==> src/dam_pkg.sv <==
package dam_pkg;
   localparam int CLK_HZ = 100_000_000;
   localparam int AMP_CLK_MAX_HZ = 250_000;
   localparam int SYNC_DIV = 8;
   localparam int ADC_DIV = (CLK_HZ + AMP_CLK_MAX_HZ * SYNC_DIV - 1) / (AMP_CLK_MAX_HZ * SYNC_DIV);
   localparam logic [5:0] ADC_DIV_LAST = 6'(ADC_DIV - 1);
   localparam logic [5:0] ADC_DIV_ZERO = 6'h0;
   localparam logic [2:0] OCT_LAST = 3'(SYNC_DIV - 1);
   localparam logic [3:0] CONV_TICKS_SHORT = 4'hD;
   localparam logic [3:0] CONV_TICKS_LONG = 4'hE;
   localparam logic [3:0] CONV_TICKS_SAMPLE = 4'h2;
   localparam logic [3:0] CNT_ONE = 4'h1;
   localparam logic [3:0] CNT_ZERO = 4'h0;
   localparam logic [2:0] ADDR_AMP0 = 3'h0;
   localparam logic [2:0] ADDR_AMP1 = 3'h1;
   localparam logic [2:0] ADDR_CONV = 3'h2;
   localparam logic [2:0] ADDR_RES_HI = 3'h3;
   localparam logic [2:0] ADDR_RES_LO = 3'h4;
   localparam int BIT_ON = 7;
   localparam int BIT_SHORT = 6;
   localparam int BIT_GAIN_HI = 5;
   localparam int BIT_GAIN_LO = 4;
   localparam int BIT_TRIG_HI = 1;
   localparam int BIT_TRIG_LO = 0;
   localparam int BIT_START = 0;
   localparam int BIT_SEL = 1;
   localparam int BIT_AUTO = 2;
   localparam int BIT_BUSY = 3;
   localparam logic [1:0] UNUSED_BITS = 2'h0;
   localparam logic [3:0] CONV_PAD = 4'h0;
   localparam logic [5:0] RES_PAD = 6'h0;
   localparam logic [7:0] BYTE_ZERO = 8'h00;
   localparam logic [9:0] RES_RESET = 10'h000;
   localparam logic [1:0] TRIG_DIV8 = 2'h0;
   localparam logic [1:0] TRIG_ONE = 2'h1;
   localparam logic [1:0] GAIN_X5 = 2'h0;
   localparam logic [1:0] GAIN_X10 = 2'h1;
   localparam logic [1:0] GAIN_X20 = 2'h2;
   localparam logic [1:0] GAIN_X40 = 2'h3;
   typedef logic [2:0] dam_addr_t;
   typedef logic [7:0] dam_byte_t;
   typedef logic [9:0] dam_sample_t;
   typedef struct packed {
      logic on;
      logic short_in;
      logic [1:0] gain;
      logic [1:0] trig;
   } dam_amp_s;
   localparam dam_amp_s AMP_RESET = '{on: 1'b0, short_in: 1'b0, gain: GAIN_X5, trig: TRIG_DIV8};
   typedef enum logic [1:0] {DAM_IDLE, DAM_WAIT, DAM_CONV} dam_state_e;
endpackage : dam_pkg

==> src/dam_amp_ctrl.sv <==
`timescale 1ns/1ps
// Summary of operation
// - Bit 7 of each amplifier control register powers that amplifier up when one and down when zero.
// - Clearing an enable bit during a conversion on that amplifier takes effect only when the conversion ends.
// - Bit 6 shorts the amplifier's differential input when set and leaves normal operation when clear.
// - Gain bits 5:4 select gain 5, 10, 20 or 40 for codes 00, 01, 10 and 11.
// - Trigger bits 1:0 select the ADC clock divided by eight or the sync events of stages 0, 1 and 2.
// - A started divide-by-eight conversion proceeds at once; stage-triggered conversions and restarts wait for the selected trigger source.
// - Conversions start from the conversion control register and land in the high and low result registers.
// - Two independent amplifiers each have their own control register of identical layout with bits 3:2 unused.
// - With the divide-by-eight trigger the amplifier synchronization clock never runs faster than 250 kHz; stage sync events are not limited.
// - A divide-by-eight conversion takes 13 ADC clocks with the half-rate phase low and 14 with it high.
// - A change of amplifier output during the sample phase aborts the conversion and restarts it when stable.
// - Only stage sync sources auto-trigger, starting at the next amplifier clock event after the trigger.
module dam_amp_ctrl (
   input wire logic clock_i,
   input wire logic sys_rst_i,
   input wire dam_pkg::dam_addr_t reg_addr_i,
   input wire dam_pkg::dam_byte_t reg_wdata_i,
   input wire logic reg_wr_i,
   input wire logic reg_rd_i,
   output dam_pkg::dam_byte_t reg_rdata_o,
   input wire logic [2:0] stage_sync_event_i,
   input wire logic [1:0] amp_out_change_i,
   input wire dam_pkg::dam_sample_t adc_sample_i,
   output dam_pkg::dam_amp_s amp_cfg_o [2],
   output logic [1:0] amp_clk_evt_o,
   output logic half_rate_phase_clock_o,
   output logic conv_sample_o,
   output logic conv_busy_o,
   output logic conv_amp_o
);
   import dam_pkg::*;

   function automatic dam_byte_t pack_ctrl(input dam_amp_s c);
      pack_ctrl = {c.on, c.short_in, c.gain, UNUSED_BITS, c.trig};
   endfunction : pack_ctrl

   function automatic dam_amp_s unpack_ctrl(input dam_byte_t b);
      dam_amp_s c;
      c.on = b[BIT_ON];
      c.short_in = b[BIT_SHORT];
      c.gain = {b[BIT_GAIN_HI], b[BIT_GAIN_LO]};
      c.trig = {b[BIT_TRIG_HI], b[BIT_TRIG_LO]};
      unpack_ctrl = c;
   endfunction : unpack_ctrl

   function automatic logic pick_event(input logic [1:0] trig, input logic oct, input logic [2:0] edges);
      logic evt;
      evt = oct;
      if (trig != TRIG_DIV8) begin
         evt = edges[trig - TRIG_ONE];
      end
      pick_event = evt;
   endfunction : pick_event

   dam_amp_s ctrl_q [2];
   dam_amp_s ctrl_d [2];
   logic start_q;
   logic start_d;
   logic sel_q;
   logic sel_d;
   logic auto_q;
   logic auto_d;
   dam_sample_t res_q;
   dam_sample_t res_d;
   dam_byte_t rdata_q;
   dam_byte_t rdata_d;

   logic [5:0] div_q;
   logic [5:0] div_d;
   logic phase_q;
   logic phase_d;
   logic [2:0] oct_q;
   logic [2:0] oct_d;
   logic tick;
   logic oct_evt;

   logic [2:0] sync1_q;
   logic [2:0] sync2_q;
   logic [2:0] sync3_q;
   logic [2:0] stage_edge;

   dam_state_e state_q;
   dam_state_e state_d;
   logic [3:0] cnt_q;
   logic [3:0] cnt_d;
   logic [3:0] len_q;
   logic [3:0] len_d;
   logic act_q;
   logic act_d;
   logic hold_q;
   logic hold_d;
   logic pend_q;
   logic pend_d;
   logic done;

   logic [1:0] eff_on;
   logic [1:0] amp_evt;
   dam_amp_s cfg_q [2];
   dam_amp_s cfg_d [2];
   logic [1:0] aclk_q;
   logic samp_q;
   logic samp_d;
   logic busy_q;
   logic busy_d;

   // The ADC clock is a tick from a divider sized so its eighth stays within the amplifier limit.
   always_comb begin
      tick = (div_q == ADC_DIV_LAST);
      div_d = tick ? ADC_DIV_ZERO : div_q + 6'h01;
      phase_d = tick ? ~phase_q : phase_q;
      oct_d = tick ? oct_q + 3'h1 : oct_q;
      oct_evt = tick && (oct_q == OCT_LAST);
   end

   always_ff @(posedge clock_i or posedge sys_rst_i) begin
      if (sys_rst_i) begin
         div_q <= ADC_DIV_ZERO;
         phase_q <= 1'b0;
         oct_q <= 3'h0;
      end else begin
         div_q <= div_d;
         phase_q <= phase_d;
         oct_q <= oct_d;
      end
   end

   // The first stage is read by the second stage only; edges come from the settled copies.
   always_ff @(posedge clock_i or posedge sys_rst_i) begin
      if (sys_rst_i) begin
         sync1_q <= 3'h0;
         sync2_q <= 3'h0;
         sync3_q <= 3'h0;
      end else begin
         sync1_q <= stage_sync_event_i;
         sync2_q <= sync1_q;
         sync3_q <= sync2_q;
      end
   end

   assign stage_edge = sync2_q & ~sync3_q;

   // An amplifier clocks only while it is powered, including the deferred-off window.
   always_comb begin
      for (int i = 0; i < 2; i++) begin
         eff_on[i] = ctrl_q[i].on || (hold_q && (act_q == 1'(i)));
         amp_evt[i] = eff_on[i] && pick_event(ctrl_q[i].trig, oct_evt, stage_edge);
      end
   end

   always_comb begin
      state_d = state_q;
      cnt_d = cnt_q;
      len_d = len_q;
      act_d = act_q;
      hold_d = hold_q;
      pend_d = pend_q;
      done = 1'b0;
      unique case (state_q)
         DAM_IDLE: begin
            if (start_q || pend_q) begin
               pend_d = 1'b0;
               act_d = sel_q;
               hold_d = ctrl_q[sel_q].on;
               if (start_q && (ctrl_q[sel_q].trig == TRIG_DIV8)) begin
                  state_d = DAM_CONV;
                  cnt_d = CNT_ZERO;
                  len_d = phase_q ? CONV_TICKS_LONG : CONV_TICKS_SHORT;
               end else begin
                  state_d = DAM_WAIT;
               end
            end
         end
         DAM_WAIT: begin
            if (amp_evt[act_q]) begin
               state_d = DAM_CONV;
               cnt_d = CNT_ZERO;
               len_d = CONV_TICKS_SHORT;
            end
         end
         DAM_CONV: begin
            if ((cnt_q < CONV_TICKS_SAMPLE) && amp_out_change_i[act_q]) begin
               state_d = DAM_WAIT;
            end else if (tick) begin
               if (cnt_q == len_q - CNT_ONE) begin
                  done = 1'b1;
                  state_d = DAM_IDLE;
                  hold_d = 1'b0;
               end else begin
                  cnt_d = cnt_q + CNT_ONE;
               end
            end
         end
         default: begin
            state_d = DAM_IDLE;
         end
      endcase
      // A trigger edge in the cycle a pending start is taken is kept, so that trigger is not lost.
      if (auto_q && (ctrl_q[sel_q].trig != TRIG_DIV8) && stage_edge[ctrl_q[sel_q].trig - TRIG_ONE]) begin
         pend_d = 1'b1;
      end
   end

   always_ff @(posedge clock_i or posedge sys_rst_i) begin
      if (sys_rst_i) begin
         state_q <= DAM_IDLE;
         cnt_q <= CNT_ZERO;
         len_q <= CONV_TICKS_SHORT;
         act_q <= 1'b0;
         hold_q <= 1'b0;
         pend_q <= 1'b0;
      end else begin
         state_q <= state_d;
         cnt_q <= cnt_d;
         len_q <= len_d;
         act_q <= act_d;
         hold_q <= hold_d;
         pend_q <= pend_d;
      end
   end

   // The start bit clears at completion, but a write of one in that same cycle still wins.
   always_comb begin
      ctrl_d = ctrl_q;
      start_d = done ? 1'b0 : start_q;
      sel_d = sel_q;
      auto_d = auto_q;
      res_d = done ? adc_sample_i : res_q;
      if (reg_wr_i) begin
         unique case (reg_addr_i)
            ADDR_AMP0: begin
               ctrl_d[0] = unpack_ctrl(reg_wdata_i);
            end
            ADDR_AMP1: begin
               ctrl_d[1] = unpack_ctrl(reg_wdata_i);
            end
            ADDR_CONV: begin
               sel_d = reg_wdata_i[BIT_SEL];
               auto_d = reg_wdata_i[BIT_AUTO];
               if (reg_wdata_i[BIT_START]) begin
                  start_d = 1'b1;
               end
            end
            default: begin
            end
         endcase
      end
   end

   always_comb begin
      rdata_d = BYTE_ZERO;
      if (reg_rd_i) begin
         unique case (reg_addr_i)
            ADDR_AMP0: rdata_d = pack_ctrl(ctrl_q[0]);
            ADDR_AMP1: rdata_d = pack_ctrl(ctrl_q[1]);
            ADDR_CONV: rdata_d = {CONV_PAD, busy_q, auto_q, sel_q, start_q};
            ADDR_RES_HI: rdata_d = {RES_PAD, res_q[9:8]};
            ADDR_RES_LO: rdata_d = res_q[7:0];
            default: rdata_d = BYTE_ZERO;
         endcase
      end
   end

   always_ff @(posedge clock_i or posedge sys_rst_i) begin
      if (sys_rst_i) begin
         ctrl_q[0] <= AMP_RESET;
         ctrl_q[1] <= AMP_RESET;
         start_q <= 1'b0;
         sel_q <= 1'b0;
         auto_q <= 1'b0;
         res_q <= RES_RESET;
         rdata_q <= BYTE_ZERO;
      end else begin
         ctrl_q <= ctrl_d;
         start_q <= start_d;
         sel_q <= sel_d;
         auto_q <= auto_d;
         res_q <= res_d;
         rdata_q <= rdata_d;
      end
   end

   always_comb begin
      for (int i = 0; i < 2; i++) begin
         cfg_d[i] = ctrl_q[i];
         cfg_d[i].on = eff_on[i];
      end
      samp_d = (state_q == DAM_CONV) && (cnt_q < CONV_TICKS_SAMPLE);
      busy_d = (state_d != DAM_IDLE);
   end

   always_ff @(posedge clock_i or posedge sys_rst_i) begin
      if (sys_rst_i) begin
         cfg_q[0] <= AMP_RESET;
         cfg_q[1] <= AMP_RESET;
         aclk_q <= 2'h0;
         samp_q <= 1'b0;
         busy_q <= 1'b0;
      end else begin
         cfg_q <= cfg_d;
         aclk_q <= amp_evt;
         samp_q <= samp_d;
         busy_q <= busy_d;
      end
   end

   assign reg_rdata_o = rdata_q;
   assign amp_cfg_o = cfg_q;
   assign amp_clk_evt_o = aclk_q;
   assign half_rate_phase_clock_o = phase_q;
   assign conv_sample_o = samp_q;
   assign conv_busy_o = busy_q;
   assign conv_amp_o = act_q;
endmodule : dam_amp_ctrl

==> config.mk <==
export PLATFORM = sky130hd
export DESIGN_NAME = dam_amp_ctrl
export DESIGN_NICKNAME = d
export VERILOG_FILES = /design/src/dam_pkg.sv /design/src/dam_amp_ctrl.sv
export SDC_FILE = /design/constraint.sdc
export NUM_CORES = 1
export LEC_CHECK = 0
export BUFFER_PORTS_ARGS = -buffer_cell sky130_fd_sc_hd__buf_2
export CAP_MARGIN = 20
export CORE_ASPECT_RATIO = 0.7
export CORE_MARGIN = 3
export CORE_UTILIZATION = 25
export CTS_BUF_LIST = sky130_fd_sc_hd__clkbuf_8 sky130_fd_sc_hd__clkbuf_16
export DETAILED_ROUTE_END_ITERATION = 7
export PLACE_DENSITY_LB_ADDON = 0.1
export RECOVER_POWER = 100
export SETUP_SLACK_MARGIN = 0.2
export SLEW_MARGIN = 25
export SYNTH_ARGS = -nofsm -noshare
export SYNTH_HDL_FRONTEND = slang
export SYNTH_SLANG_ARGS = --single-unit
export TNS_END_PERCENT = 50
==> constraint.sdc <==
create_clock -name clock_i -period 2.4 [get_ports clock_i]
set_input_delay 0.12 -clock clock_i [delete_from_list [all_inputs] [get_ports clock_i]]
set_output_delay 0.12 -clock clock_i [all_outputs]
set_load 0.1 [all_outputs]
==> run metrics, run 1 <==
crit path cell chain inv_2 -> ha_4 -> xor2_1 -> nand4_1 -> nor3_2 -> nor3b_4 -> buf_6 -> mux2_4; Arr. time, crit path 2.46 ns; dpl cells 540; Tmin final 2.23 ns; vias 2,546; Synth Area in XOR/XNOR 2.03%; Clock Latency Late Sink 0.34 ns; DP Area 0.00403 mm²; worst hold path class input port to flop; top-area cell type share of the netlist area 56.5%; Hold Fails Final Rpt 0; Cell Pwr Density 1020 mW/mm²; crit path launch type flop; top cells by count, synth dfrtp_1 (78), nor2_1 (25), mux2_2 (24), a21oi_1 (19), inv_1 (17); RSZ-0062 raised after global routing true; Cell variety after synth 44; die width 147 µm; Final Skew 0.00815 ns; FFs w/ async S/R, synth 100%; RR Startpoint len_q[0]$_DFFE_PP1P_; Leak Pwr 0.00198 µW; Area growth, synth to finish 30.1%; relative slew slack 20.8%; worst-margin pin slew 1.19 ns; Final setup viols 0; final instance area 0.00450 mm²; CTS Buf Count 9; antenna violations before repair 0; # fillers 1,406; clock sink count 79; Synth Instances 297; worst setup path startpoint len_q[0]$_DFFE_PP1P_; Mapped Area 0.00346 mm²; drt first pass iters 4; Max Slew Vio Count 0; Critical Path Fanout Max 6; WL final 8920 µm; worst endpoint required time 2.62 ns; Rows 35; Finished Layout Cells 572; Post-Synth Adder-Cell Area 3.26%; ANT cells 0; area fraction in compound gates after synthesis 10.8%; Syn Nets 336; DRC 0; die height 104 µm; largest family of logic cells by synthesized area simple AND/OR/NAND/NOR gates; TritonCTS clock tree built; mux contribution to synthesized area 9.84%; largest net degree at the start of global routing 80; Avg Cell Area, Syn 11.6 µm²; ratio of cells with drive above 1 in the final layout 22.7%; Max clock buf depth 2; GPL Wtd Cong 0.748; register area share after synthesis 57.2%; DP Wirelength 6160 µm; f_max 448 MHz; 1st-iter DRT viols 162; Root Driver clkbuf_16; Setup crit end kind flop; CP Class flop to flop; Max Cap Violations 0; initial core utilization 25.9%; top_reg_cell synth dfrtp_1; per-cell routed wire length 15.6 µm; count leader, synth dfrtp_1; FF+latch count, synth 79; first-pass GRT wire length 14,500 µm; period utilization 93.0%; outcome finished clean; Post-Synth Simple-Gate Area 13.9%; Post-synth EDFFs 0; CTS clock-pin slew for the worst setup and hold paths 0.06 ns; Via density 4.45; nets 421; Antenna Nets Post-Route 0; Core Box Area 0.0134 mm²; Max stage delay cell, worst path dfstp_2; Clock H-tree levels 3; area leader, netlist dfrtp_1; total power 4590 µW; Buffers on Ports 54; I/O Pins 56; GRT Overall Usage 12.2%; worst stage delay on the critical path 0.53 ns; Hold Path Origin adc_sample_i[6]; dominant cells by area after synthesis dfrtp_1 (56%), mux2_2 (7.8%), ha_1 (3.3%); TNS Setup 0 ns; vias in the first global route 2,525; Max IR drop VDD 378 µV; synth warn 0; DIE AREA 0.0153 mm²; total grt overflow 0
==> state kept, by name (all words and copies together), names as in the netlist, 3 cells and up <==
name         count
res_q           10
sync2_q          3
sync3_q          3
amp_cfg_o       12
cnt_q            4
div_q            6
reg_rdata_o      8
cfg_d           10
oct_q            3
sync1_q          3
==> cell families after synthesis <==
family / count (synthesis)
flops: 79
xor+xnor: 8
compound gates: 61
mux: 31
buf+inv: 26
fa+ha+maj: 9
simple gates: 83
==> stage by stage <==
stage          hold slack, ns  setup WS [ns]  util, %
6_report               0.0193          0.167     33.7
5_1_grt                0.0116         0.0255     33.7
4_1_cts               0.00260          0.140     33.8
3_5_place_dp            0.229          0.112     30.2
3_3_place_gp            0.233          0.123     30.2
2_1_floorplan           0.151          0.152        -
==> repair_timing <==
action	CTS	global route
cloned	1	0
hold buffers	11	0
endpoints found under the setup margin	15	18
endpoints found under the hold margin	88	0
gates resized for setup	10	9
buffers inserted	4	0
==> report_power, final <==
| part | internal [µW] | switching [µW] |
|---|---|---|
| combinational | 393 | 1100 |
| sequential | 1530 | 190 |
| clock | 807 | 566 |
| total | 2730 | 1860 |
==> layout make-up <==
cell class	instances	area (µm²)	share of cell area (%)
clock buffers	9	225	5.01
clock inverters	7	73.8	1.64
inverters	17	65.1	1.45
multi-input cells	192	1460	32.4
flip-flops and latches	79	1980	44.0
well taps	185	231	5.15
repair buffers	83	465	10.4
==> routing by layer <==
metal	vias to the layer above	part of all wire (%)	wire length, µm	GRT usage, %
met2	47	40	3610	15.6
met4	0	1.2	111	4.23
li1	1230	-	-	-
met3	8	3.6	319	3.40
met5	-	0	0	0
met1	1261	55	4880	19.1
==> worst max-delay path: cells and delay by family, from the launching register on <==
kind | cells | cell delay [ns]
XOR/XNOR | 1 | 0.14
adder cells (fa/ha/maj) | 1 | 0.25
buffers and inverters | 2 | 0.26
flip-flops | 1 | 0.53
multiplexers | 1 | 0.31
AND/OR/NAND/NOR | 3 | 0.63
==> path summary, 6_finish.rpt <==
kind                       slack (ns)  cells past startpoint                         end
setup / recovery                 0.17                      8        res_q[0]$_DFFE_PP0P_
hold reg to reg                  0.36                      0        sync2_q[2]$_DFF_PP0_
min in group asynchronous        0.70                      4        res_q[2]$_DFFE_PP0P_
setup reg to reg                 0.17                      8        res_q[0]$_DFFE_PP0P_
hold / removal                   0.02                      2        res_q[6]$_DFFE_PP0P_
max in group asynchronous        1.00                      4  amp_clk_evt_o[1]$_DFF_PP0_
==> cell usage in the layout, fill, tap and decap left out, types with 4 or more instances in the layout <==
master,count
dfrtp_1,78
clkbuf_1,34
buf_2,26
nor2_1,25
a21oi_1,19
inv_1,16
o21ai_0,15
mux2_2,15
nand2_1,14
dlygate4sd3_1,11
clkbuf_16,9
buf_4,9
a22oi_1,8
mux2_4,8
ha_1,8
mux2i_1,7
nor3b_1,6
xor2_1,6
nand3_1,6
a31oi_1,5
o22ai_1,4
nand4b_1,4
or4bb_1,4
nor2b_1,4
No activity file was read; power rests on OpenSTA's default activity.
==> inputs of run 2 (changes only) <==
--- a/config.mk
+++ b/config.mk
@@ -12,7 +12,7 @@
 export CORE_UTILIZATION = 25
 export CTS_BUF_LIST = sky130_fd_sc_hd__clkbuf_8 sky130_fd_sc_hd__clkbuf_16
 export DETAILED_ROUTE_END_ITERATION = 7
-export PLACE_DENSITY_LB_ADDON = 0.1
+export PLACE_DENSITY = 0.46
 export RECOVER_POWER = 100
 export SETUP_SLACK_MARGIN = 0.2
 export SLEW_MARGIN = 25
==> run 2 against run 1 <==
Utilization down 0.075 points. Critical endpoint is now res_q[6]$_DFFE_PP0P_. Via count down 2.1%. Count of clock-buffer cells in the layout unchanged. Non-clock buffer count down 4. Power up 1.2%. Register-to-register slack worse by 0.08 ns. Cell area down 0.22%. The flow now finishes with violations (capacitance limit, slew limit). Clock power up 7%. Global-route usage down 0.85 points. Clock skew down 0.0031 ns. Worst hold slack worse by 0.0044 ns.
==> run metrics, run 2 (synthesis results as in run 1) <==
Reg-to-Reg End res_q[6]$_DFFE_PP0P_; GRT Overall Usage 11.4%; Via density 4.39; CP Class flop to flop; commonest cells after routing, fill and taps aside dfrtp_1 (78), clkbuf_1 (34), buf_2 (27); Max Cap Violations 1; CTS clock-pin slew for the worst setup and hold paths 0.06 ns; die width 147 µm; worst endpoint required time 2.62 ns; Max IR drop VDD 367 µV; # fillers 1,384; Max clock buf depth 2; DP Area 0.00402 mm²; Final setup viols 0; Hold Fails Final Rpt 0; Buffers on Ports 54; first-pass GRT wire length 13,600 µm; vias 2,493; Critical Path Fanout Max 5; per-cell routed wire length 14.8 µm; violated checks capacitance limit, slew limit; relative slew slack -16.6%; crit path launch type flop; initial core utilization 25.9%; Arr. time, crit path 2.54 ns; period utilization 96.4%; Root Driver clkbuf_16; clock sink count 79; R2R Setup Slk 0.09 ns; Antenna Nets Post-Route 0; 1st-iter DRT viols 92; vias in the first global route 2,482; Clock Latency Late Sink 0.34 ns; die height 104 µm; Hold Path Origin adc_sample_i[3]; GPL Wtd Cong 0.792; Area growth, synth to finish 29.8%; DIE AREA 0.0153 mm²; Rows 35; Final Skew 0.00505 ns; CTS Buf Count 9; worst hold path class input port to flop; DRC 0; R2R depth 9; nets 417; I/O Pins 56; drt first pass iters 4; worst-margin pin slew 1.75 ns; Tmin final 2.31 ns; max reg flops 12; f_max 432 MHz; largest net degree at the start of global routing 80; worst hold path depth 2; ratio of cells with drive above 1 in the final layout 23.0%; DP Wirelength 5860 µm; Cell Pwr Density 1030 mW/mm²; total power 4640 µW; Core Box Area 0.0134 mm²; RR Startpoint len_q[0]$_DFFE_PP1P_; final instance area 0.00449 mm²; outcome finished with violations; Setup crit end kind flop; RSZ-0062 raised after global routing true; WL final 8410 µm; TNS Setup 0 ns; final core occ 33.6%; commonest non-fill, non-tap cell in the layout dfrtp_1; Leak Pwr 0.00196 µW; TritonCTS clock tree built; Max Slew Vio Count 80; total grt overflow 0; Clock H-tree levels 3; Hold Crit Endpoint res_q[3]$_DFFE_PP0P_; ANT cells 0; antenna violations before repair 1
[run 2: metal layers]
| metal | global-route usage (%) | vias up | part of all wire [%] |
|---|---|---|---|
| met4 | 3.56 | 2 | 1.6 |
| met5 | 0 | - | 0.083 |
| li1 | - | 1224 | - |
| met1 | 16.3 | 1191 | 52 |
| met3 | 5.40 | 14 | 7.8 |
| met2 | 14.9 | 62 | 39 |
[run 2: where the power goes]
group          internal (µW)  switching [µW]  total, µW
combinational            379            1070       1450
sequential              1530             200       1730
clock                    912             554       1470
[run 2: cell type report]
type	instances	area (µm²)	share of cell area, %
Multi-Input combinational cell	192	1450	32.3
Clock inverter	7	96.3	2.15
Sequential cell	79	1980	44.1
Timing Repair Buffer	79	442	9.84
Inverter	17	65.1	1.45
Clock buffer	9	225	5.02
Tap cell	185	231	5.16
[run 2: critical path, cell delays in order, from the launching register on]
cell and delay (ns):
dfstp_2 0.55, inv_2 0.05, ha_4 0.25, xor2_1 0.14, nand4_1 0.19, nor3_2 0.23, nor3b_4 0.23, buf_6 0.14
buf_8 0.13, mux2_4 0.30
[run 2: stage by stage]
step | setup WS, ns | std cells | hold WS (ns)
5_1_grt | -0.0767 | 568 | 0.00276
3_5_place_dp | 0.0948 | 538 | 0.229
2_1_floorplan | 0.152 | 297 | 0.151
6_report | 0.0856 | 568 | 0.0148
3_3_place_gp | 0.104 | 538 | 0.233
4_1_cts | 0.111 | 562 | 0.00125
[run 2: how the worst max path moves through the flow]
stage               slack, ns                   start                    to  cells past startpoint
CTS                      0.11    len_q[0]$_DFFE_PP1P_  res_q[6]$_DFFE_PP0P_                      8
detailed placement       0.09    len_q[0]$_DFFE_PP1P_  res_q[6]$_DFFE_PP0P_                      8
global route            -0.08    len_q[0]$_DFFE_PP1P_  res_q[5]$_DFFE_PP0P_                      9
finish                   0.09    len_q[0]$_DFFE_PP1P_  res_q[6]$_DFFE_PP0P_                      9
floorplan                0.15  conv_amp_o$_DFFE_PP0P_  res_q[0]$_DFFE_PP0P_                      5
global placement         0.10    len_q[0]$_DFFE_PP1P_  res_q[6]$_DFFE_PP0P_                      8
[run 2: timing repair]
action,CTS,global route
buffers inserted,0,6
gates resized for setup,2,18
setup endpoints to repair,14,19
pin swaps,0,3
hold endpoints to repair,85,0
hold buffers,8,0
gates cloned,0,0
==> inputs of run 3 (changes only) <==
--- a/config.mk
+++ b/config.mk
@@ -7,7 +7,7 @@
 export LEC_CHECK = 0
 export BUFFER_PORTS_ARGS = -buffer_cell sky130_fd_sc_hd__buf_2
 export CAP_MARGIN = 20
-export CORE_ASPECT_RATIO = 0.7
+export CORE_ASPECT_RATIO = 0.5
 export CORE_MARGIN = 3
 export CORE_UTILIZATION = 25
 export CTS_BUF_LIST = sky130_fd_sc_hd__clkbuf_8 sky130_fd_sc_hd__clkbuf_16
==> run 3 against run 2 <==
The run now ends clean. Clock skew rose by 0.0034 ns. Register-to-register slack improved by 0.02 ns. Via count fell by 1.2%. Combinational power barely moved. Power fell by 1.2%. Worst hold slack improved by 0.0080 ns. Sequential share of layout area fell by 0.22 points. Critical path type unchanged. Highest routed layer is now met4.
==> run metrics, run 3 (synthesis results as in run 1) <==
outcome finished clean; WL final 8240 µm; Hold Fails Final Rpt 0; nets 415; TNS Setup 0 ns; Internal 2750 µW; worst-margin pin slew 1.29 ns; f_max 437 MHz; worst endpoint required time 2.64 ns; Leak Pwr 0.00199 µW; Final setup viols 0; CTS Buf Count 9; Finished Layout Cells 567; Clock Latency Late Sink 0.33 ns; worst hold path class input port to flop; Clock H-tree levels 3; GPL Wtd Cong 0.721; worst stage delay on the critical path 0.50 ns; total grt overflow 0; Max Cap Violations 0; crit path cell chain mux2i_1 -> ha_1 -> a21oi_1 -> nor2_1 -> a31oi_4 -> or4_1 -> o211ai_1; Max IR drop VDD 376 µV; clock sink count 79; total power 4590 µW; I/O Pins 56; max reg flops 12; sw power 1840 µW; drt first pass iters 4; DRC 0; GRT Overall Usage 11.3%; final instance area 0.00451 mm²; dpl cells 538; CP Class flop to flop; combinational share of power 32.3%; clock share of power 30.2%; Antenna Nets Post-Route 0; largest net degree at the start of global routing 80; Core Box Area 0.0131 mm²; Buffers on Ports 54; Max Slew Vio Count 0; DP Area 0.00402 mm²; period utilization 95.4%; die height 89.2 µm; relative slew slack 13.9%; first-pass GRT wire length 13,300 µm; DP Wirelength 5590 µm; per-cell routed wire length 14.5 µm; ratio of cells with drive above 1 in the final layout 25.2%; ANT cells 0; DIE AREA 0.0154 mm²; 1st-iter DRT viols 164; RSZ-0062 raised after global routing true; commonest non-fill, non-tap cell in the layout dfrtp_1; Final Skew 0.00848 ns; Critical Path Fanout Max 6; Worst path top cell family by delay simple AND/OR/NAND/NOR gates; final hold slack 0.0228 ns; TritonCTS clock tree built; Setup crit end kind flop; initial core utilization 26.4%; vias 2,462; crit path launch type flop; antenna violations before repair 0; Rows 29; Cell Pwr Density 1020 mW/mm²; part of the power in registers 37.5%; die width 172 µm; # fillers 1,311; Area growth, synth to finish 30.4%; CP Buf/Inv Count 0; switching power share of the total 40.1%; CTS clock-pin slew for the worst setup and hold paths 0.06 ns; Via density 4.34; Max clock buf depth 2; Tmin final 2.29 ns; Arr. time, crit path 2.53 ns; commonest cells after routing, fill and taps aside dfrtp_1 (78), clkbuf_1 (32), buf_2 (27); Max stage delay cell, worst path dfrtp_1; vias in the first global route 2,518; Root Driver clkbuf_16
-- run 3: cell count changes in the layout (fill, tap and decap cells not counted), sizes merged --
cell and delta:
bufinv -1, clkinv +2, inv +1, buf +2
clkinvlp -3, clkbuf +1, dlygate4sd3 -4
-- run 3: layer usage --
metal / share of wire, % / wire length, µm / global-route usage, %
met4: 1.0 / 85 / 3.91
met5: 0 / 0 / 0
met3: 2.7 / 226 / 3.40
met1: 50 / 4140 / 15.3
met2: 46 / 3790 / 17.3
-- run 3: worst paths after layout --
check                                          start                        to  slack [ns]  cells after the start
worst min register to register  sync1_q[0]$_DFF_PP0_      sync2_q[0]$_DFF_PP0_        0.35                      0
min in group asynchronous                  sys_rst_i  reg_rdata_o[3]$_DFF_PP0_        0.72                      4
worst max register to register     sel_q$_DFFE_PP0P_      cnt_q[0]$_DFFE_PP0P_        0.11                      7
worst min-delay path                  reg_wdata_i[2]        auto_q$_DFFE_PP0P_        0.02                      2
worst max-delay path               sel_q$_DFFE_PP0P_      cnt_q[0]$_DFFE_PP0P_        0.11                      7
max in group asynchronous                  sys_rst_i      cnt_q[2]$_DFFE_PP0P_        0.99                      4
-- run 3: stage by stage --
stage	worst slack [ns]	utilization, %
finish	0.109	34.4
global placement	0.142	30.7
CTS	0.116	34.7
global route	-0.00738	34.4
floorplan	0.152	-
detailed placement	0.106	30.7
-- run 3: power groups by stage --
stage	logic (µW)	registers, µW	clock network (µW)
after global placement	1420	1740	0
after floorplan	554	2260	0
after detailed placement	1410	1740	0
after global routing	1590	1750	1510
after CTS	1500	1720	1440
final	1480	1720	1390
-- run 3: what timing repair did --
item / CTS / global route
cloned: 0 / 0
buffers inserted: 9 / 0
gates resized for setup: 21 / 12
pin swaps: 3 / 10
setup endpoints to repair: 17 / 19
hold buffers: 4 / 0
hold endpoints to repair: 81 / 0
-- run 3: cell type report --
cell class              instances  area, µm²  share of cell area, %
inverters                      17       65.1                   1.44
multi-input cells             192       1490                   33.0
clock inverters                 6       66.3                   1.47
clock buffers                  10        239                   5.30
well taps                     186        233                   5.16
flip-flops and latches         79       1980                   43.9
repair buffers                 77        440                   9.77
-- run 3: worst register-to-register path: cells and delay by family (launching register included) --
kind / cells / cell delay, ns
compound gates: 3 / 0.30
fa+ha+maj: 1 / 0.28
flops: 1 / 0.50
mux: 1 / 0.33
simple gates: 2 / 0.81
